## config.mk

```make
export PLATFORM = sky130hd
export DESIGN_NAME = dmc_top
export DESIGN_NICKNAME = d
export VERILOG_FILES = /design/src/core/dmc_pkg.sv /design/src/core/dmc_channel.sv /design/src/core/dmc_top.sv
export SDC_FILE = /design/constraint.sdc
export NUM_CORES = 1
export LEC_CHECK = 0
export BUFFER_PORTS_ARGS = -buffer_cell sky130_fd_sc_hd__buf_2
export CAP_MARGIN = 5
export CORE_ASPECT_RATIO = 1.4
export CORE_MARGIN = 1.5
export CORE_UTILIZATION = 45
export CTS_BUF_LIST = sky130_fd_sc_hd__clkbuf_4 sky130_fd_sc_hd__clkbuf_8 sky130_fd_sc_hd__clkbuf_16
export DETAILED_ROUTE_END_ITERATION = 8
export PLACE_DENSITY_LB_ADDON = 0.08
export SYNTH_ARGS = -nofsm -noshare
export SYNTH_HDL_FRONTEND = slang
export SYNTH_SLANG_ARGS = --single-unit
```

## constraint.sdc

```tcl
create_clock -name pclk -period 3.7 [get_ports pclk]
set_clock_uncertainty 0.1 [all_clocks]
set_input_delay 0 -clock pclk [delete_from_list [all_inputs] [get_ports pclk]]
set_output_delay 0 -clock pclk [all_outputs]
set_load 0.05 [all_outputs]
```

## src/core/dmc_pkg.sv

```systemverilog
// constants shared by the dma channel mode control block
package dmc_pkg;
    localparam int NUM_CH = 6;
    localparam int CH_IDX_W = 3;
    localparam int TRIG_SRC_N = 18;

    // register map, byte addresses on an 8-bit apb address
    localparam logic [7:0] MODE_BASE = 8'h00;
    localparam logic [7:0] CTRL_BASE = 8'h20;
    localparam logic [7:0] SIZE_BASE = 8'h40;
    localparam logic [7:0] ACTIVE_OFF = 8'h60;
    localparam logic [7:0] ISTAT_OFF = 8'h64;
    localparam logic [7:0] IMASK_OFF = 8'h68;
    localparam logic [2:0] REGION_MODE = 3'h0;
    localparam logic [2:0] REGION_CTRL = 3'h1;
    localparam logic [2:0] REGION_SIZE = 3'h2;

    // channel_mode_config fields
    localparam int MODE_CHAN_IRQ_ENABLE = 15;
    localparam int MODE_WORD_WIDTH_SELECT = 14;
    localparam int MODE_UNUSED_SYNC_SELECT = 13;
    localparam int MODE_UNUSED_SYNC_ENABLE = 12;
    localparam int MODE_CONTINUOUS = 11;
    localparam int MODE_AUTO_BURST_CHAINING = 10;
    localparam int MODE_CHAN_IRQ_TIMING = 9;
    localparam int MODE_TRIGGER_GATE_ENABLE = 8;
    localparam int MODE_OVERFLOW_IRQ_ENABLE = 7;
    localparam int MODE_SRC_MSB = 4;
    localparam int MODE_SRC_LSB = 0;
    localparam logic [15:0] MODE_RESET = 16'h0000;
    localparam logic [15:0] MODE_WR_MASK = 16'hFF9F;

    // channel control word: write bits act once, read bits show state
    localparam int CTRL_RUN = 0;
    localparam int CTRL_HALT = 1;
    localparam int CTRL_FORCE = 3;
    localparam int CTRL_PEND_CLR = 4;
    localparam int CTRL_ERR_CLR = 7;
    localparam int CTRL_PEND_STS = 8;
    localparam int CTRL_RUN_STS = 13;
    localparam int CTRL_OVF_STS = 14;

    // size word: low byte burst words minus one, high byte bursts minus one
    localparam logic [15:0] SIZE_RESET = 16'h0000;
    localparam int ISTAT_OVF_LSB = 8;
    localparam logic [31:0] IRQ_RESET = 32'h0000_0000;
    localparam logic [CH_IDX_W-1:0] NO_ACTIVE = 3'h0;
endpackage : dmc_pkg

```

## src/core/dmc_channel.sv

```systemverilog
// one dma channel: trigger latch, burst and transfer sequencing
`timescale 1ns/1ps
`default_nettype none
module dmc_channel
    import dmc_pkg::*;
(
    input wire logic pclk,
    input wire logic presetn,
    input wire logic [15:0] mode,
    input wire logic [15:0] size_cfg,
    input wire logic periph_evt,
    input wire logic run_set,
    input wire logic halt_set,
    input wire logic force_set,
    input wire logic pend_clr,
    input wire logic err_clr,
    input wire logic grant,
    output logic want,
    output logic busy,
    output logic done,
    output logic move,
    output logic wide,
    output logic pend_sts,
    output logic run_sts,
    output logic ovf_sts,
    output logic chan_evt,
    output logic ovf_evt
);
    typedef enum logic [0:0] {CH_IDLE, CH_BURST} dmc_ch_state_type;

    dmc_ch_state_type state_ff;
    logic pend_ff;
    logic ovf_ff;
    logic run_ff;
    logic chain_ff;
    logic first_ff;
    logic [8:0] word_ff;
    logic [7:0] burst_ff;
    logic gate;
    logic accept;
    logic start;
    logic [8:0] step;
    logic last_burst;

    assign gate = mode[MODE_TRIGGER_GATE_ENABLE]; // RULE_12
    assign accept = gate & (periph_evt | force_set); // RULE_12 RULE_17
    assign want = run_ff & (pend_ff | chain_ff) & (state_ff == CH_IDLE);
    assign start = want & grant;
    // counts stay in 16-bit words; a wide move only consumes two of them
    assign step = mode[MODE_WORD_WIDTH_SELECT] ? 9'h002 : 9'h001; // RULE_04
    assign busy = (state_ff == CH_BURST);
    assign done = busy & (word_ff <= step);
    assign last_burst = (burst_ff == 8'h00);
    assign move = busy;
    assign wide = mode[MODE_WORD_WIDTH_SELECT]; // RULE_03
    assign pend_sts = pend_ff;
    assign run_sts = run_ff;
    assign ovf_sts = ovf_ff;
    // sync select and sync enable bits are stored but steer nothing
    assign ovf_evt = gate & periph_evt & pend_ff; // RULE_14
    assign chan_evt = (start & first_ff & ~mode[MODE_CHAN_IRQ_TIMING])
        | (done & last_burst & mode[MODE_CHAN_IRQ_TIMING]); // RULE_11

    always_ff @(posedge pclk or negedge presetn) begin
        if (!presetn) begin
            pend_ff <= 1'b0;
        end else if (accept) begin
            pend_ff <= 1'b1; // RULE_15
        end else if ((start & ~chain_ff) | pend_clr) begin
            pend_ff <= 1'b0; // RULE_15
        end
    end

    always_ff @(posedge pclk or negedge presetn) begin
        if (!presetn) begin
            ovf_ff <= 1'b0;
        end else if (ovf_evt) begin
            ovf_ff <= 1'b1; // RULE_14
        end else if (err_clr) begin
            ovf_ff <= 1'b0;
        end
    end

    always_ff @(posedge pclk or negedge presetn) begin
        if (!presetn) begin
            run_ff <= 1'b0;
        end else if (run_set) begin
            run_ff <= 1'b1;
        end else if (halt_set) begin
            run_ff <= 1'b0;
        end else if (done & last_burst & ~mode[MODE_CONTINUOUS]) begin
            run_ff <= 1'b0; // RULE_08
        end
    end

    always_ff @(posedge pclk or negedge presetn) begin
        if (!presetn) begin
            state_ff <= CH_IDLE;
            word_ff <= 9'h000;
            burst_ff <= 8'h00;
            chain_ff <= 1'b0;
            first_ff <= 1'b0;
        end else begin
            unique case (state_ff)
                CH_IDLE: begin
                    if (run_set) begin
                        burst_ff <= size_cfg[15:8];
                        first_ff <= 1'b1;
                        chain_ff <= 1'b0;
                    end else if (start) begin
                        word_ff <= {1'b0, size_cfg[7:0]} + 9'h001;
                        first_ff <= 1'b0;
                        state_ff <= CH_BURST;
                    end
                end
                CH_BURST: begin
                    if (done) begin
                        state_ff <= CH_IDLE;
                        if (last_burst) begin
                            // reload and wait for a fresh trigger
                            burst_ff <= size_cfg[15:8]; // RULE_07
                            first_ff <= 1'b1; // RULE_07
                            chain_ff <= 1'b0; // RULE_07
                        end else begin
                            burst_ff <= burst_ff - 8'h01;
                            chain_ff <= mode[MODE_AUTO_BURST_CHAINING]; // RULE_09 RULE_10
                        end
                    end else begin
                        word_ff <= word_ff - step;
                    end
                end
            endcase
        end
    end
endmodule : dmc_channel
`default_nettype wire

```

## src/core/dmc_top.sv

```systemverilog
// dma channel mode control: apb registers, six channels, arbitration, interrupt
//
// Behaviour
// (RULE_01) active_channel_code shows the moving channel 1..6, zero when idle
// (RULE_02) chan_irq_enable gates the channel interrupt to the expansion controller
// (RULE_03) word_width_select picks 16-bit or 32-bit moves on the data bus
// (RULE_04) all counts stay in 16-bit words whatever the move width
// (RULE_05) software must set steps and sizes to suit 32-bit moves
// (RULE_06) unused sync select and sync enable bits do nothing
// (RULE_07) continuous mode reloads at transfer end and waits for a trigger
// (RULE_08) without continuous mode the channel stops and clears run status
// (RULE_09) auto_burst_chaining runs all later bursts from one trigger
// (RULE_10) without chaining each accepted trigger runs exactly one burst
// (RULE_11) chan_irq_timing: zero fires at transfer start, one at transfer end
// (RULE_12) trigger_gate_enable clear ignores peripheral and forced triggers
// (RULE_13) overflow_irq_enable lets a detected overflow raise an interrupt
// (RULE_14) overflow is a new peripheral trigger while the pending flag is set
// (RULE_15) pending_trigger_flag holds from latch until the channel serves it
// (RULE_16) mode register resets to zero, reserved bits read zero
// (RULE_17) trigger_source_select picks which peripheral source starts a burst
// (RULE_18) mode writes need protected_write_permission, else silently dropped
// (RULE_19) reserved mode bits 6 and 5 read zero and ignore writes
`timescale 1ns/1ps
`default_nettype none
module dmc_top
    import dmc_pkg::*;
(
    input wire logic pclk,
    input wire logic presetn,
    input wire logic psel,
    input wire logic penable,
    input wire logic pwrite,
    input wire logic [7:0] paddr,
    input wire logic [31:0] pwdata,
    output logic [31:0] prdata,
    output logic pready,
    output logic pslverr,
    input wire logic protected_write_permission,
    input wire logic [TRIG_SRC_N-1:0] periph_evt,
    output logic irq,
    output logic [CH_IDX_W-1:0] active_channel_code,
    output logic move_valid,
    output logic move_wide,
    output logic [CH_IDX_W-1:0] move_chan
);
    logic [15:0] mode_ff [NUM_CH];
    logic [15:0] size_ff [NUM_CH];
    logic [31:0] istat_ff;
    logic [31:0] imask_ff;
    logic [31:0] prdata_ff;
    logic pready_ff;
    logic pslverr_ff;
    logic irq_ff;
    logic [CH_IDX_W-1:0] active_ff;
    logic move_valid_ff;
    logic move_wide_ff;
    logic [CH_IDX_W-1:0] move_chan_ff;

    logic [NUM_CH-1:0] want;
    logic [NUM_CH-1:0] busy;
    logic [NUM_CH-1:0] done;
    logic [NUM_CH-1:0] move;
    logic [NUM_CH-1:0] wide;
    logic [NUM_CH-1:0] pend_sts;
    logic [NUM_CH-1:0] run_sts;
    logic [NUM_CH-1:0] ovf_sts;
    logic [NUM_CH-1:0] chan_evt;
    logic [NUM_CH-1:0] ovf_evt;
    logic [NUM_CH-1:0] sel_evt;
    logic [NUM_CH-1:0] grant;
    logic [31:0] irq_set;
    logic [31:0] nxt_rdata;
    logic nxt_err;
    logic wr_commit;
    logic [CH_IDX_W-1:0] nxt_active;

    // channel index of a per-channel word, or NUM_CH when out of range
    function automatic logic [CH_IDX_W-1:0] ch_of(input logic [7:0] addr);
        if (addr[1:0] != 2'h0 || addr[4:2] >= CH_IDX_W'(NUM_CH)) begin
            ch_of = CH_IDX_W'(NUM_CH);
        end else begin
            ch_of = addr[4:2];
        end
    endfunction : ch_of

    // source codes with no peripheral behind them never trigger
    function automatic logic trig_pick(input logic [TRIG_SRC_N-1:0] evt,
                                       input logic [4:0] src);
        if (src < 5'd3 || src >= 5'(TRIG_SRC_N)) begin
            trig_pick = 1'b0;
        end else begin
            trig_pick = evt[src];
        end
    endfunction : trig_pick

    // writes land only at the access edge the master samples pready on
    assign wr_commit = psel & penable & pready_ff & pwrite;

    genvar gi;
    generate
        for (gi = 0; gi < NUM_CH; gi++) begin : g_ch
            logic hit_ctrl;
            assign hit_ctrl = wr_commit && paddr[7:5] == REGION_CTRL
                && ch_of(paddr) == CH_IDX_W'(gi);
            assign sel_evt[gi] = trig_pick(periph_evt,
                mode_ff[gi][MODE_SRC_MSB:MODE_SRC_LSB]); // RULE_17
            assign grant[gi] = (active_ff == CH_IDX_W'(gi + 1));

            dmc_channel u_chan (
                .pclk(pclk),
                .presetn(presetn),
                .mode(mode_ff[gi]),
                .size_cfg(size_ff[gi]),
                .periph_evt(sel_evt[gi]),
                .run_set(hit_ctrl & pwdata[CTRL_RUN]),
                .halt_set(hit_ctrl & pwdata[CTRL_HALT]),
                .force_set(hit_ctrl & pwdata[CTRL_FORCE]),
                .pend_clr(hit_ctrl & pwdata[CTRL_PEND_CLR]),
                .err_clr(hit_ctrl & pwdata[CTRL_ERR_CLR]),
                .grant(grant[gi]),
                .want(want[gi]),
                .busy(busy[gi]),
                .done(done[gi]),
                .move(move[gi]),
                .wide(wide[gi]),
                .pend_sts(pend_sts[gi]),
                .run_sts(run_sts[gi]),
                .ovf_sts(ovf_sts[gi]),
                .chan_evt(chan_evt[gi]),
                .ovf_evt(ovf_evt[gi])
            );

            always_ff @(posedge pclk or negedge presetn) begin
                if (!presetn) begin
                    mode_ff[gi] <= MODE_RESET; // RULE_16
                end else if (wr_commit && protected_write_permission // RULE_18
                             && paddr[7:5] == REGION_MODE
                             && ch_of(paddr) == CH_IDX_W'(gi)) begin
                    mode_ff[gi] <= pwdata[15:0] & MODE_WR_MASK; // RULE_19 RULE_06
                end
            end

            always_ff @(posedge pclk or negedge presetn) begin
                if (!presetn) begin
                    size_ff[gi] <= SIZE_RESET;
                end else if (wr_commit && paddr[7:5] == REGION_SIZE
                             && ch_of(paddr) == CH_IDX_W'(gi)) begin
                    size_ff[gi] <= pwdata[15:0];
                end
            end

            assign irq_set[gi] = chan_evt[gi]
                & mode_ff[gi][MODE_CHAN_IRQ_ENABLE]; // RULE_02
            assign irq_set[ISTAT_OVF_LSB + gi] = ovf_evt[gi]
                & mode_ff[gi][MODE_OVERFLOW_IRQ_ENABLE]; // RULE_13
        end
    endgenerate

    assign irq_set[ISTAT_OVF_LSB-1:NUM_CH] = '0;
    assign irq_set[31:ISTAT_OVF_LSB+NUM_CH] = '0;

    // fixed priority: lowest channel wins, a burst runs to its end unbroken
    // a grant whose channel stopped wanting before its burst began is handed back
    always_comb begin
        nxt_active = active_ff;
        if (active_ff == NO_ACTIVE) begin
            for (int i = NUM_CH - 1; i >= 0; i--) begin
                if (want[i]) begin
                    nxt_active = CH_IDX_W'(i + 1);
                end
            end
        end else if (done[active_ff - CH_IDX_W'(1)]
                     || !(want[active_ff - CH_IDX_W'(1)]
                          || busy[active_ff - CH_IDX_W'(1)])) begin
            nxt_active = NO_ACTIVE;
        end
    end

    always_ff @(posedge pclk or negedge presetn) begin
        if (!presetn) begin
            active_ff <= NO_ACTIVE;
        end else begin
            active_ff <= nxt_active; // RULE_01
        end
    end

    always_ff @(posedge pclk or negedge presetn) begin
        if (!presetn) begin
            move_valid_ff <= 1'b0;
            move_wide_ff <= 1'b0;
            move_chan_ff <= NO_ACTIVE;
        end else begin
            move_valid_ff <= |move;
            move_wide_ff <= |(move & wide); // RULE_03
            move_chan_ff <= active_ff;
        end
    end

    // sticky events: a set in the same cycle as a one-write clear survives
    always_ff @(posedge pclk or negedge presetn) begin
        if (!presetn) begin
            istat_ff <= IRQ_RESET;
        end else if (wr_commit && paddr == ISTAT_OFF) begin
            istat_ff <= (istat_ff & ~pwdata) | irq_set;
        end else begin
            istat_ff <= istat_ff | irq_set;
        end
    end

    always_ff @(posedge pclk or negedge presetn) begin
        if (!presetn) begin
            imask_ff <= IRQ_RESET;
        end else if (wr_commit && paddr == IMASK_OFF) begin
            imask_ff <= pwdata;
        end
    end

    always_ff @(posedge pclk or negedge presetn) begin
        if (!presetn) begin
            irq_ff <= 1'b0;
        end else begin
            irq_ff <= |(istat_ff & imask_ff); // RULE_02 RULE_13
        end
    end

    // read data is built in the setup cycle so the slave answers with no wait
    always_comb begin
        nxt_rdata = 32'h0000_0000;
        nxt_err = 1'b0;
        if (paddr == ACTIVE_OFF) begin
            nxt_rdata = {29'h0, active_ff}; // RULE_01
        end else if (paddr == ISTAT_OFF) begin
            nxt_rdata = istat_ff;
        end else if (paddr == IMASK_OFF) begin
            nxt_rdata = imask_ff;
        end else if (ch_of(paddr) == CH_IDX_W'(NUM_CH)) begin
            nxt_err = 1'b1;
        end else begin
            unique case (paddr[7:5])
                REGION_MODE: nxt_rdata = {16'h0000, mode_ff[ch_of(paddr)]};
                REGION_SIZE: nxt_rdata = {16'h0000, size_ff[ch_of(paddr)]};
                REGION_CTRL: begin
                    nxt_rdata[CTRL_PEND_STS] = pend_sts[ch_of(paddr)];
                    nxt_rdata[CTRL_RUN_STS] = run_sts[ch_of(paddr)]; // RULE_08
                    nxt_rdata[CTRL_OVF_STS] = ovf_sts[ch_of(paddr)];
                end
                default: nxt_err = 1'b1;
            endcase
        end
    end

    always_ff @(posedge pclk or negedge presetn) begin
        if (!presetn) begin
            pready_ff <= 1'b0;
            pslverr_ff <= 1'b0;
            prdata_ff <= 32'h0000_0000;
        end else if (psel & ~penable) begin
            pready_ff <= 1'b1;
            pslverr_ff <= nxt_err;
            prdata_ff <= pwrite ? 32'h0000_0000 : nxt_rdata;
        end else begin
            pready_ff <= 1'b0;
            pslverr_ff <= 1'b0;
        end
    end

    assign prdata = prdata_ff;
    assign pready = pready_ff;
    assign pslverr = pslverr_ff;
    assign irq = irq_ff;
    assign active_channel_code = active_ff;
    assign move_valid = move_valid_ff;
    assign move_wide = move_wide_ff;
    assign move_chan = move_chan_ff;
endmodule : dmc_top
`default_nettype wire

```

==> reports/qor.log, run 1 <==
INFO  synthesis      synth-edff-count=0
INFO  power_and_ir_drop pwr_density_cell=467mW/mm2
INFO  placed_design  gp_routability_congestion=0.976
INFO  worst_setup_path timing.rr.end=g_ch[4].u_chan.word_ff[2]$_DFFE_PN0P_
INFO  run_status     status=finished clean
INFO  die            io-pin-count=107
INFO  timing         setup_repair_after_global_routing_missed_its_margin=no
INFO  die            floorplan.initialDensity=45.4%
INFO  timing         slew_viol_final=0
INFO  die            number_of_rows_in_the_core_area=98
INFO  routing        detail_route.wl_per_cell=26.0um
INFO  timing         slew_headroom=28.4%
INFO  worst_setup_path path_class=in2reg
INFO  global_route   antenna_found_initial=2
INFO  timing         tns=0ps
INFO  synthesis      synth_flop_cell=dfrtp_1
INFO  timing         min_period=2840ps
INFO  synthesis      netlist_instances=2201
INFO  routing        viasPerCell=6.28
INFO  routing        firstDrtPassIters=6
INFO  routing        topRoutingLayerUsed=met4
INFO  cts            clock-sinks=425
INFO  global_route   grt_first_pass_wirelength=119mm
INFO  global_route   groute.usage.overall=29.9%
INFO  worst_setup_path startpoint_type=input port
INFO  cts            worst_setup_hold_path_clk_slew=60ps
INFO  cells_and_area drive_gt1_share=22.7%
INFO  cts            cts_made_buffers=46
INFO  cells_and_area post_layout_nets=2442
INFO  routing        route.vias.total=18900
INFO  die            die_w=194um
INFO  worst_setup_path cp-end-kind=register
INFO  timing         timing.final.setup_violations=0
INFO  routing        drt-initial-drc-count=1685
INFO  synthesis      synth_seq_area_share=46.1%
INFO  die            placeableCoreArea=0.0509mm2
INFO  routing        drt-total-wl=78.5mm
INFO  timing         finalHoldViolations=0
INFO  routing        met3_length=4.37mm
INFO  cells_and_area syn2layout_area_growth=14.4%
INFO  synthesis      synth.net_count=2306
INFO  cts            cts-root-buf=clkbuf_16
INFO  flow_run       max_cap_viol_count=0
INFO  worst_hold_path timing.hold.worst_path_depth=6
INFO  worst_hold_path hold_path.class=in2reg
INFO  worst_setup_path timing.critical_path.arrival=3210ps
INFO  cells_and_area post-route-util=51.9%
INFO  routing        detailed_route_wire_length_on_metal_1=32.4mm
INFO  worst_setup_path reg2reg_setup_slack=920ps
INFO  worst_setup_path critical_path.max_fanout=14
INFO  worst_hold_path min_to=mode_ff[94]$_DFFE_PN0P_
INFO  synthesis      synth.avg_cell_area=10.5um2
INFO  global_route   grt_start_max_net_pins=85
INFO  synthesis      async_set_reset_flop_share_out_of_synthesis=100%
INFO  placed_design  pre_cts_slack=912ps
INFO  worst_setup_path timing.rr.start=active_channel_code[1]$_DFFE_PN0P_
INFO  synthesis      synth.distinct_cells=93
INFO  placed_design  detailed_place.area=0.0244mm2
INFO  placed_design  dp_hpwl=57.1mm
INFO  cts            clock_path_buffers=3
INFO  global_route   grt_pass1_vias=19000
INFO  synthesis      postSynthRegisterBits=425
INFO  die            floorplan.die.height=271um
INFO  worst_setup_path rr_worst_depth=7
INFO  placed_design  io_buffer_count=103
INFO  power_and_ir_drop worst_case_vdd_ir_drop=0.408mV
INFO  global_route   global_route.overflow_total=0
INFO  cells_and_area non_filler_instance_count_after_layout=3018
INFO  routing        drc_errors=0
INFO  cts            clk-insertion-delay-late=590ps
INFO  timing         setup_slack=859ps
INFO  placed_design  numPlacedInstances=2896
INFO  cts            clock_tree_from_tritoncts=built
INFO  routing        wl_met2=37.7mm
INFO  routing        final_antenna_net_count=0
INFO  timing         maxClockFrequency=352MHz
INFO  cts            clock_tree.htree_level_count=2
INFO  cells_and_area n_antenna_cell=0
INFO  worst_hold_path worstHoldStart=protected_write_permission
INFO  synthesis      synth_area=0.0231mm2
INFO  timing         worst-slew-pin-transition=1070ps
INFO  worst_setup_path worst-endpoint-required=4070ps
INFO  power_and_ir_drop leakagePower=0.0119uW
INFO  timing         final_min_period_over_clock_period=76.8%
INFO  synthesis      yosysWarnings=0
INFO  die            fp.dieArea=0.0527mm2
INFO  cells_and_area post-route-cell-area=0.0264mm2
where the power goes:
part	internal [uW]	leakage [uW]	switching (uW)
sequential	4990	0.00558	383
combinational	812	0.00549	1330
clock	2880	0.000780	1930
routing by layer:
metal  GRT usage, %  vias up
met5              0        -
met2           49.8      635
li1               -     8497
met3           3.94      169
met1           38.5     9645
met4           14.1        0
worst max-delay path: stages:
cell	delay (ps)
dlygate4sd3_1	570
buf_2	180
or3b_1	870
nor2_2	180
a31oi_2	530
o21bai_1	500
nor2_1	80
a311oi_1	280
cells in the mapped netlist (all sizes together) (23+ instances only):
| master | n | share of area [%] |
|---|---|---|
| a21boi | 27 | 0.88 |
| a21oi | 119 | 2.8 |
| a22oi | 36 | 1.2 |
| buf | 49 | 1.1 |
| clkbuf | 68 | 1.1 |
| dfrtp | 425 | 46 |
| ha | 35 | 1.9 |
| inv | 67 | 1.1 |
| mux2 | 213 | 10 |
| mux2i | 65 | 2.9 |
| mux4 | 26 | 2.5 |
| nand2 | 191 | 3.1 |
| nand3 | 73 | 1.6 |
| nand4 | 23 | 0.62 |
| nor2 | 118 | 2.0 |
| nor3 | 54 | 1.3 |
| nor4 | 23 | 0.98 |
| o21ai | 156 | 3.4 |
| o22ai | 41 | 1.1 |
| xnor2 | 37 | 1.4 |
state kept, by name, summed over array words and instances (netlist names), 3 cells and up:
register and flops:
size_ff 96, mode_ff 84, g_ch.u_chan.word_ff 54, g_ch.u_chan.burst_ff 48
imask_ff 32, istat_ff 32, prdata 32, g_ch.u_chan.busy 6
g_ch.u_chan.chain_ff 6, g_ch.u_chan.first_ff 6, g_ch.u_chan.ovf_sts 6, g_ch.u_chan.pend_sts 6
g_ch.u_chan.run_sts 6, active_channel_code 3, move_chan 3
worst max-delay path by stage:
stage	start	endpoint	slack [ps]	cells past startpoint
floorplan	pready$_DFF_PN0_	mode_ff[10]$_DFFE_PN0P_	1240	6
global placement	paddr[5]	g_ch[2].u_chan.word_ff[4]$_DFFE_PN0P_	970	7
detailed placement	paddr[5]	g_ch[2].u_chan.word_ff[4]$_DFFE_PN0P_	910	7
CTS	paddr[5]	g_ch[2].u_chan.word_ff[5]$_DFFE_PN0P_	900	8
global route	paddr[5]	g_ch[2].u_chan.word_ff[5]$_DFFE_PN0P_	610	8
finish	paddr[5]	g_ch[2].u_chan.word_ff[5]$_DFFE_PN0P_	860	8
logic make-up (layout without fill, tap and decap cells):
family,count (synthesis),in the layout,synth area share (%)
buffers and inverters,187,354,3.37
AOI/OAI and AO/OA,587,587,17.0
xor gates and xnor gates,55,55,2.09
and+or+nand+nor,602,602,13.2
DFF,425,425,46.1
muxes,304,304,15.8
adders and majority gates,41,41,2.42
placed cells by master (no fill, tap or decap), types with 14 or more instances in the layout:
cell,synthesis,layout
nand2_1,191,191
ha_1,35,35
nor2_1,112,111
o21ai_0,129,129
nor3_1,49,48
mux4_2,26,26
mux2_2,211,211
dlygate4sd3_1,0,43
buf_4,5,56
o22ai_1,41,41
a211oi_1,15,15
clkbuf_16,0,47
a22oi_1,36,36
a21boi_0,27,27
nand3_1,72,72
o211ai_1,14,14
or3_1,14,14
mux2i_1,64,64
xor2_1,18,18
inv_1,65,65
nand2b_1,21,21
a21oi_1,111,110
a221oi_1,19,19
and3_1,17,17
a31oi_1,17,17
nor4_1,17,17
o221ai_1,16,16
dfrtp_1,425,425
xnor2_1,37,37
buf_2,28,101
nand4_1,23,23
o21ai_1,26,26
timing repair:
| action | in CTS | in global routing |
|---|---|---|
| buffers inserted | 0 | 0 |
| hold buffers | 43 | 0 |
| gates resized for setup | 0 | 0 |
| hold endpoints to repair | 365 | 0 |
final cells by class:
cell class                 instances  area (um2)
timing repair buffer             205        1450
inverter                          70         263
tap                              650         813
fill                            4561       24500
clock buffer                      63        1350
clock inverter                    16         214
multi-input combinational       1589       11700
sequential                       425       10600
metrics by stage:
step	total power [uW]	hold WS, ps
2_1_floorplan	6810	-396
3_3_place_gp	7470	10.9
3_5_place_dp	7550	14.6
4_1_cts	12400	12.4
5_1_grt	12900	43.9
6_report	12300	33.5
No activity file was read; power rests on OpenSTA's default activity.
==> run 2: changes to the inputs <==
ABC_AREA = 1   (was unset)
clock period = 2.91 ns   (was 3.7 ns; I/O delays follow)
==> run 2 against run 1 <==
  * The run now ends with negative hold slack left
  * Sequential share of layout area fell by 0.89 points
  * Cell count rose by 30%
  * Clock power rose by 32%
  * First-iteration DRC count rose by 20%
  * Power rose by 18%
  * Combinational power fell by 8%
  * Hold slack got worse by 35 ps
  * Register-to-register slack got worse by 790 ps
  * Die area rose by 1.7%
  * Critical path type unchanged
==> reports/qor.log, run 2 <==
INFO  run_status     status=finished with violations
INFO  run_status     violated_checks=negative hold slack
INFO  die            placeableCoreArea=0.0514mm2
INFO  global_route   grt_pass1_vias=21500
INFO  global_route   grt_first_pass_wirelength=131mm
INFO  synthesis      netlist_instances=3096
INFO  timing         slew_viol_final=0
INFO  worst_setup_path path_class=in2reg
INFO  worst_setup_path timing.rr.end=g_ch[5].u_chan.run_sts$_DFFE_PN0P_
INFO  cells_and_area filler_cell_count=4996
INFO  cells_and_area n_antenna_cell=0
INFO  die            fp.dieArea=0.0536mm2
INFO  synthesis      async_set_reset_flop_share_out_of_synthesis=100%
INFO  worst_setup_path critical-path-max-stage-delay=570ps
INFO  power_and_ir_drop leakagePower=0.0126uW
INFO  routing        final_antenna_net_count=0
INFO  timing         setup_repair_after_global_routing_missed_its_margin=no
INFO  routing        firstDrtPassIters=6
INFO  worst_setup_path timing.critical_path.arrival=3200ps
INFO  routing        drt-total-wl=86.5mm
INFO  cts            cts_made_buffers=46
INFO  synthesis      synth.distinct_cells=61
INFO  power_and_ir_drop worst_case_vdd_ir_drop=0.432mV
INFO  routing        drt-initial-drc-count=2015
INFO  die            number_of_rows_in_the_core_area=98
INFO  die            floorplan.initialDensity=45.7%
INFO  power_and_ir_drop pwr_density_cell=540mW/mm2
INFO  global_route   grt_start_max_net_pins=71
INFO  global_route   global_route.overflow_total=0
INFO  routing        drc_errors=0
INFO  routing        detail_route.wl_per_cell=22.1um
INFO  cells_and_area largest_register_ffs=96
INFO  timing         slew_headroom=26.7%
INFO  routing        route.vias.total=22400
INFO  timing         worst-slew-pin-transition=1100ps
INFO  synthesis      post_synth_main_area_contributors=dfrtp_1 (45%), nand2_1 (13%), o21ai_0 (10%)
INFO  cts            cts_setup_buffers=0
INFO  routing        viasPerCell=5.72
INFO  worst_setup_path most_frequent_cp_cell=nand2_1
INFO  worst_setup_path reg2reg_setup_slack=130ps
INFO  synthesis      dominant_cell_by_count_in_the_synthesized_netlist=nand2_1
INFO  cts            cts-root-buf=clkbuf_16
INFO  global_route   antenna_found_initial=1
INFO  timing         timing.final.setup_violations=0
INFO  worst_setup_path startpoint_type=input port
INFO  worst_setup_path critical_path.max_fanout=22
INFO  cts            clock_tree_from_tritoncts=built
INFO  timing         tns=0ps
INFO  synthesis      synthDominantCellAreaShare=45.3%
INFO  die            die_w=196um
INFO  worst_setup_path timing.rr.start=mode_ff[14]$_DFFE_PN0P_
INFO  die            io-pin-count=107
INFO  cells_and_area syn2layout_area_growth=14.9%
INFO  worst_setup_path rr_worst_depth=10
INFO  cells_and_area final_cell_mix=nand2_1 (815), o21ai_0 (467), dfrtp_1 (425)
INFO  worst_setup_path cp-end-kind=register
INFO  timing         min_period=2800ps
INFO  placed_design  io_buffer_count=103
INFO  timing         maxClockFrequency=357MHz
INFO  cells_and_area biggestRegsByFlops=size_ff (96), mode_ff (84), g_ch.u_chan.word_ff (54)
INFO  synthesis      synth-edff-count=0
INFO  cts            clock_path_buffers=3
INFO  global_route   groute.usage.overall=32.4%
INFO  cells_and_area post_layout_nets=3332
INFO  worst_setup_path worst-endpoint-required=3310ps
INFO  die            floorplan.die.height=273um
INFO  cells_and_area drive_gt1_share=10.3%
INFO  cells_and_area non_filler_instance_count_after_layout=3913
INFO  synthesis      synth_seq_area_share=45.3%
INFO  synthesis      synth_area=0.0235mm2
INFO  synthesis      post_synth_most_frequent_cells=nand2_1 (815), o21ai_0 (468), dfrtp_1 (425)
INFO  timing         final_min_period_over_clock_period=96.3%
INFO  placed_design  dp_hpwl=63.1mm
INFO  synthesis      synth_flop_cell=dfrtp_1
INFO  cts            worst_setup_hold_path_clk_slew=60ps
INFO  synthesis      yosysTopAreaCell=dfrtp_1
INFO  cells_and_area layout.cells.most_common=nand2_1
INFO  synthesis      synth.avg_cell_area=7.59um2
INFO  synthesis      postSynthRegisterBits=425
INFO  cts            clock-sinks=425
INFO  placed_design  gp_routability_congestion=1.04
INFO  cts            clock_tree.htree_level_count=2
INFO  worst_setup_path cp_slowest_cell=dlygate4sd3_1
INFO  timing         finalHoldViolations=2
INFO  cells_and_area register_name_with_the_most_flops=size_ff
INFO  flow_run       max_cap_viol_count=0
INFO  worst_setup_path path_cells=dlygate4sd3_1 > buf_2 > a21oi_2 > buf_4 > nand3_2 > buf_4 > inv_2 > a21oi_1 > nand3_1 > nand2_1 > nand2_1 > nand2_1 > nand2_1 > nand2_1 > nand2_1 > dlygate4sd3_1 > nand2_1
INFO  synthesis      yosysWarnings=0
INFO  placed_design  numPlacedInstances=3784
INFO  worst_hold_path hold_path.class=in2async
INFO  cts            clk-insertion-delay-late=610ps
INFO  timing         worst_hold_slack=-1.14ps
INFO  synthesis      synth.net_count=3201
==> run 2: changes by cell type in the layout (fill, tap and decap cells not counted), moves of 27 or more <==
cell / previous run / this run
nand2_1: 191 / 815
o21ai_0: 129 / 467
inv_1: 65 / 306
mux2_2: 211 / 0
nor2_1: 111 / 185
nand3_1: 72 / 145
mux2i_1: 64 / 1
o211ai_1: 14 / 63
a22oi_1: 36 / 1
a21oi_1: 110 / 140
o21ai_1: 26 / 54
xor2_1: 18 / 46
a21boi_0: 27 / 0
==> run 2: metal layers <==
layer,part of all wire [%],GRT usage (%)
met1,40,40.8
met2,48,55.0
met3,6.6,4.08
met4,5.5,16.0
met5,0,0
==> run 2: area by class of cell <==
cell class | instances | area (um2) | area share [%]
clock buffers | 65 | 1380 | 5.09
clock inverters | 19 | 253 | 0.936
inverters | 323 | 1220 | 4.51
multi-input cells | 2198 | 11000 | 40.7
flip-flops and latches | 425 | 10600 | 39.4
well taps | 650 | 813 | 3.01
repair buffers | 233 | 1720 | 6.37
==> run 2: how the worst max path moves through the flow <==
stage,start,depth (start not counted),to
floorplan,active_channel_code[0]$_DFFE_PN0P_,9,g_ch[1].u_chan.word_ff[3]$_DFFE_PN0P_
global placement,mode_ff[94]$_DFFE_PN0P_,13,g_ch[0].u_chan.word_ff[7]$_DFFE_PN0P_
detailed placement,mode_ff[94]$_DFFE_PN0P_,12,g_ch[0].u_chan.word_ff[7]$_DFFE_PN0P_
CTS,mode_ff[14]$_DFFE_PN0P_,10,g_ch[5].u_chan.run_sts$_DFFE_PN0P_
global route,mode_ff[78]$_DFFE_PN0P_,12,g_ch[1].u_chan.word_ff[7]$_DFFE_PN0P_
finish,paddr[4],17,prdata[1]$_DFFE_PN0P_
==> run 2: per-stage QoR <==
step                      setup WS [ps]  utilization, %  instance area (um2)  total power, uW  hold slack, ps
after CTS                          98.3            52.6                27000            14700            3.84
after detailed placement            165            48.5                24900             8250            -102
after global routing               27.7            52.6                27000            15100            4.65
after floorplan                     513               -                23500             7490            -396
after global placement              181            48.5                24900             8220            -102
final                               106            52.6                27000            14600           -1.14
==> run 2: repair_timing <==
item / CTS / global route
endpoints found under the hold margin: 515 / 0
gates resized for setup: 0 / 2
hold buffers: 45 / 0
endpoints found under the setup margin: 0 / 10
==> run 2: kinds of logic after synthesis <==
logic type / Yosys count / share of synthesized area [%]
muxes: 1 / 0.0426
AOI/OAI and AO/OA: 827 / 19.3
buffers and inverters: 473 / 7.98
and+or+nand+nor: 1266 / 22.7
DFF: 425 / 45.3
adders and majority gates: 41 / 2.37
xor gates and xnor gates: 63 / 2.35
==> run 2: power by group <==
part	switching (uW)	internal (uW)	leakage (uW)
clock	2610	3750	0.000803
sequential	162	6090	0.00546
combinational	1400	571	0.00632
total	4170	10400	0.0126
==> run 2: critical path: cells and delay by family <==
family,cells,cell delay (ps)
buf+inv,6,2170
simple gates,9,710
compound gates,2,320
==> run 3: changes to the inputs <==
ABC_AREA = unset   (was 1)
CTS_CLUSTER_SIZE = 24   (was unset)
==> run 3 against run 2 <==
  * The run now ends clean
  * Combinational power is 46% higher
  * Non-clock buffer count is 11 higher
  * Sequential power is 9.0% higher
  * Maximum frequency is 1.4% higher
  * Setup slack better by 39 ps
  * Via count is 14% lower
  * Cell count is 22% lower
  * Critical endpoint is now g_ch[5].u_chan.run_sts$_DFFE_PN0P_
  * Highest routed layer unchanged
==> reports/qor.log, run 3 (synthesized netlist as in run 1, its figures left out) <==
INFO  routing        detail_route.wl_per_cell=26.3um
INFO  die            fp.dieArea=0.0527mm2
INFO  cts            clock_path_buffers=3
INFO  global_route   use_met1=40.1%
INFO  timing         slew_viol_final=0
INFO  die            floorplan.initialDensity=45.4%
INFO  global_route   grt.busiest_layer=met2
INFO  routing        drc_errors=0
INFO  worst_setup_path timing.critical_path.arrival=3150ps
INFO  global_route   globalRouteMet3Util=3.54%
INFO  worst_setup_path worstSetupPathDepth=9
INFO  cts            cts-root-buf=clkbuf_16
INFO  worst_setup_path worstSetupEndpoint=g_ch[5].u_chan.run_sts$_DFFE_PN0P_
INFO  routing        route.vias.total=19300
INFO  worst_setup_path startpoint_type=register
INFO  worst_setup_path path_class=reg2reg
INFO  die            placeableCoreArea=0.0509mm2
INFO  routing        drt-initial-drc-count=1475
INFO  placed_design  gp_routability_congestion=0.996
INFO  power_and_ir_drop pwr_density_cell=588mW/mm2
INFO  timing         worst-slew-pin-transition=933ps
INFO  timing         maxClockFrequency=362MHz
INFO  power_and_ir_drop worst_case_vdd_ir_drop=0.509mV
INFO  worst_setup_path timing.rr.end=g_ch[5].u_chan.run_sts$_DFFE_PN0P_
INFO  worst_setup_path timing.critical_path.buf_inv=2
INFO  global_route   grt_pass1_vias=19000
INFO  worst_setup_path cp_slowest_cell=dlygate4sd3_1
INFO  routing        drt-total-wl=80.5mm
INFO  cells_and_area largest_register_ffs=96
INFO  routing        viasPerCell=6.30
INFO  cts            clock-sinks=425
INFO  cells_and_area filler_cell_count=4646
INFO  worst_setup_path rr_worst_depth=9
INFO  cts            clock_tree_from_tritoncts=built
INFO  worst_setup_path timing.rr.start=mode_ff[14]$_DFFE_PN0P_
INFO  worst_setup_path cp-end-kind=register
INFO  worst_setup_path crit_start=mode_ff[14]$_DFFE_PN0P_
INFO  cells_and_area ff_latch_area=0.0106mm2
INFO  cells_and_area layout.cells.most_common=dfrtp_1
INFO  cells_and_area drive_gt1_share=24.1%
INFO  timing         finalHoldViolations=0
INFO  cts            cts_made_buffers=47
INFO  timing         slew_headroom=36.2%
INFO  power_and_ir_drop design_power_total=15700uW
INFO  flow_run       max_cap_viol_count=0
INFO  global_route   global_route.overflow_total=0
INFO  cells_and_area syn2layout_area_growth=15.7%
INFO  timing         final_min_period_over_clock_period=95.0%
INFO  cts            clk-insertion-delay-late=600ps
INFO  cells_and_area non_filler_instance_count_after_layout=3058
INFO  worst_setup_path critical-path-max-stage-delay=550ps
INFO  global_route   groute.usage.overall=30.8%
INFO  routing        final_antenna_net_count=0
INFO  global_route   use_met2=51.4%
INFO  power_and_ir_drop leakagePower=0.0121uW
INFO  cts            worst_setup_hold_path_clk_slew=60ps
INFO  worst_setup_path worst-endpoint-required=3300ps
INFO  die            io-pin-count=107
INFO  run_status     status=finished clean
INFO  timing         tns=0ps
INFO  global_route   grt_first_pass_wirelength=122mm
INFO  worst_setup_path reg2reg_setup_slack=150ps
INFO  die            die_w=194um
INFO  timing         timing.final.setup_violations=0
INFO  global_route   antenna_found_initial=2
INFO  routing        firstDrtPassIters=5
INFO  timing         setup_repair_after_global_routing_missed_its_margin=no
INFO  worst_hold_path hold_path.class=in2reg
INFO  cts            clock_tree.htree_level_count=2
INFO  global_route   grt_start_max_net_pins=82
INFO  cells_and_area biggestRegsByFlops=size_ff (96), mode_ff (84), g_ch.u_chan.word_ff (54)
INFO  placed_design  numPlacedInstances=2937
INFO  cells_and_area post_layout_nets=2482
INFO  die            floorplan.die.height=271um
INFO  die            number_of_rows_in_the_core_area=98
INFO  worst_setup_path critical_path.top_delay_family=simple AND/OR/NAND/NOR gates
INFO  worst_setup_path critical_path.max_fanout=5
INFO  cells_and_area final_cell_mix=dfrtp_1 (425), mux2_2 (211), nand2_1 (191)
INFO  cells_and_area register_name_with_the_most_flops=size_ff
INFO  placed_design  io_buffer_count=103
INFO  timing         min_period=2760ps
INFO  cells_and_area footprint_of_the_multi_input_gates=0.0117mm2
INFO  worst_setup_path path_cells=inv_1 > ha_1 > nor2b_1 > o21ai_1 > nand3_2 > or3_1 > o211ai_1 > nand2_1 > dlygate4sd3_1
INFO  placed_design  dp_hpwl=58.7mm
-- run 3: changes by cell type in the layout (fill, tap and decap cells not counted), moves of 49 or more --
cell | before | now
nand3_1 | 145 | 71
nand2_1 | 815 | 191
o211ai_1 | 63 | 14
nor2_1 | 185 | 111
mux2i_1 | 1 | 64
mux2_2 | 0 | 211
o21ai_0 | 467 | 128
inv_1 | 306 | 65
-- run 3: worst min path at each step --
stage / end / slack [ps] / cells after the start / from
6_report: istat_ff[20]$_DFFE_PN0P_ / 30 / 3 / pwdata[20]
5_1_grt: imask_ff[10]$_DFFE_PN0P_ / 20 / 2 / pwdata[10]
3_3_place_gp: prdata[18]$_DFFE_PN0P_ / -50 / 1 / presetn
4_1_cts: prdata[0]$_DFFE_PN0P_ / 0.1 / 7 / paddr[4]
2_1_floorplan: active_channel_code[0]$_DFFE_PN0P_ / -400 / 0 / presetn
3_5_place_dp: prdata[18]$_DFFE_PN0P_ / -50 / 1 / presetn
-- run 3: layout make-up --
class,instances,share of cell area (%)
repair buffers,244,6.61
clock buffers,60,5.02
diodes,1,0.00937
flip-flops and latches,425,39.8
clock inverters,19,0.726
well taps,650,3.04
multi-input cells,1589,43.8
inverters,70,0.984
-- run 3: tightest hold or removal path, cell delays in order --
cell and delay (ps):
dlygate4sd3_1 520, buf_2 100, a21boi_0 60
-- run 3: routing by layer --
layer / vias to the layer above / wire length (um)
li1: 8570 / -
met2: 705 / 39300
met3: 171 / 4370
met1: 9826 / 33100
met4: 0 / 3710
met5: - / 0
-- run 3: report_power, final --
| group | leakage, uW | internal (uW) | switching, uW |
|---|---|---|---|
| Clock | 0.000769 | 3510 | 2520 |
| Combinational | 0.00571 | 1100 | 1770 |
| Sequential | 0.00558 | 6350 | 461 |
-- run 3: timing repair --
action	in CTS	in global routing
setup endpoints to repair	0	3
resized for setup	0	3
hold buffers	41	0
hold endpoints to repair	599	0
buffers inserted	0	0
-- run 3: through the flow --
step / util [%] / setup slack, ps / area, um2 / hold slack [ps]
5_1_grt: 52.5 / 37.0 / 26700 / 18.1
3_5_place_dp: 48.6 / 236 / 24800 / -46.5
2_1_floorplan: - / 453 / 23100 / -396
3_3_place_gp: 48.6 / 246 / 24800 / -52.7
4_1_cts: 52.5 / 41.5 / 26700 / 0.115
6_report: 52.5 / 145 / 26700 / 29.9
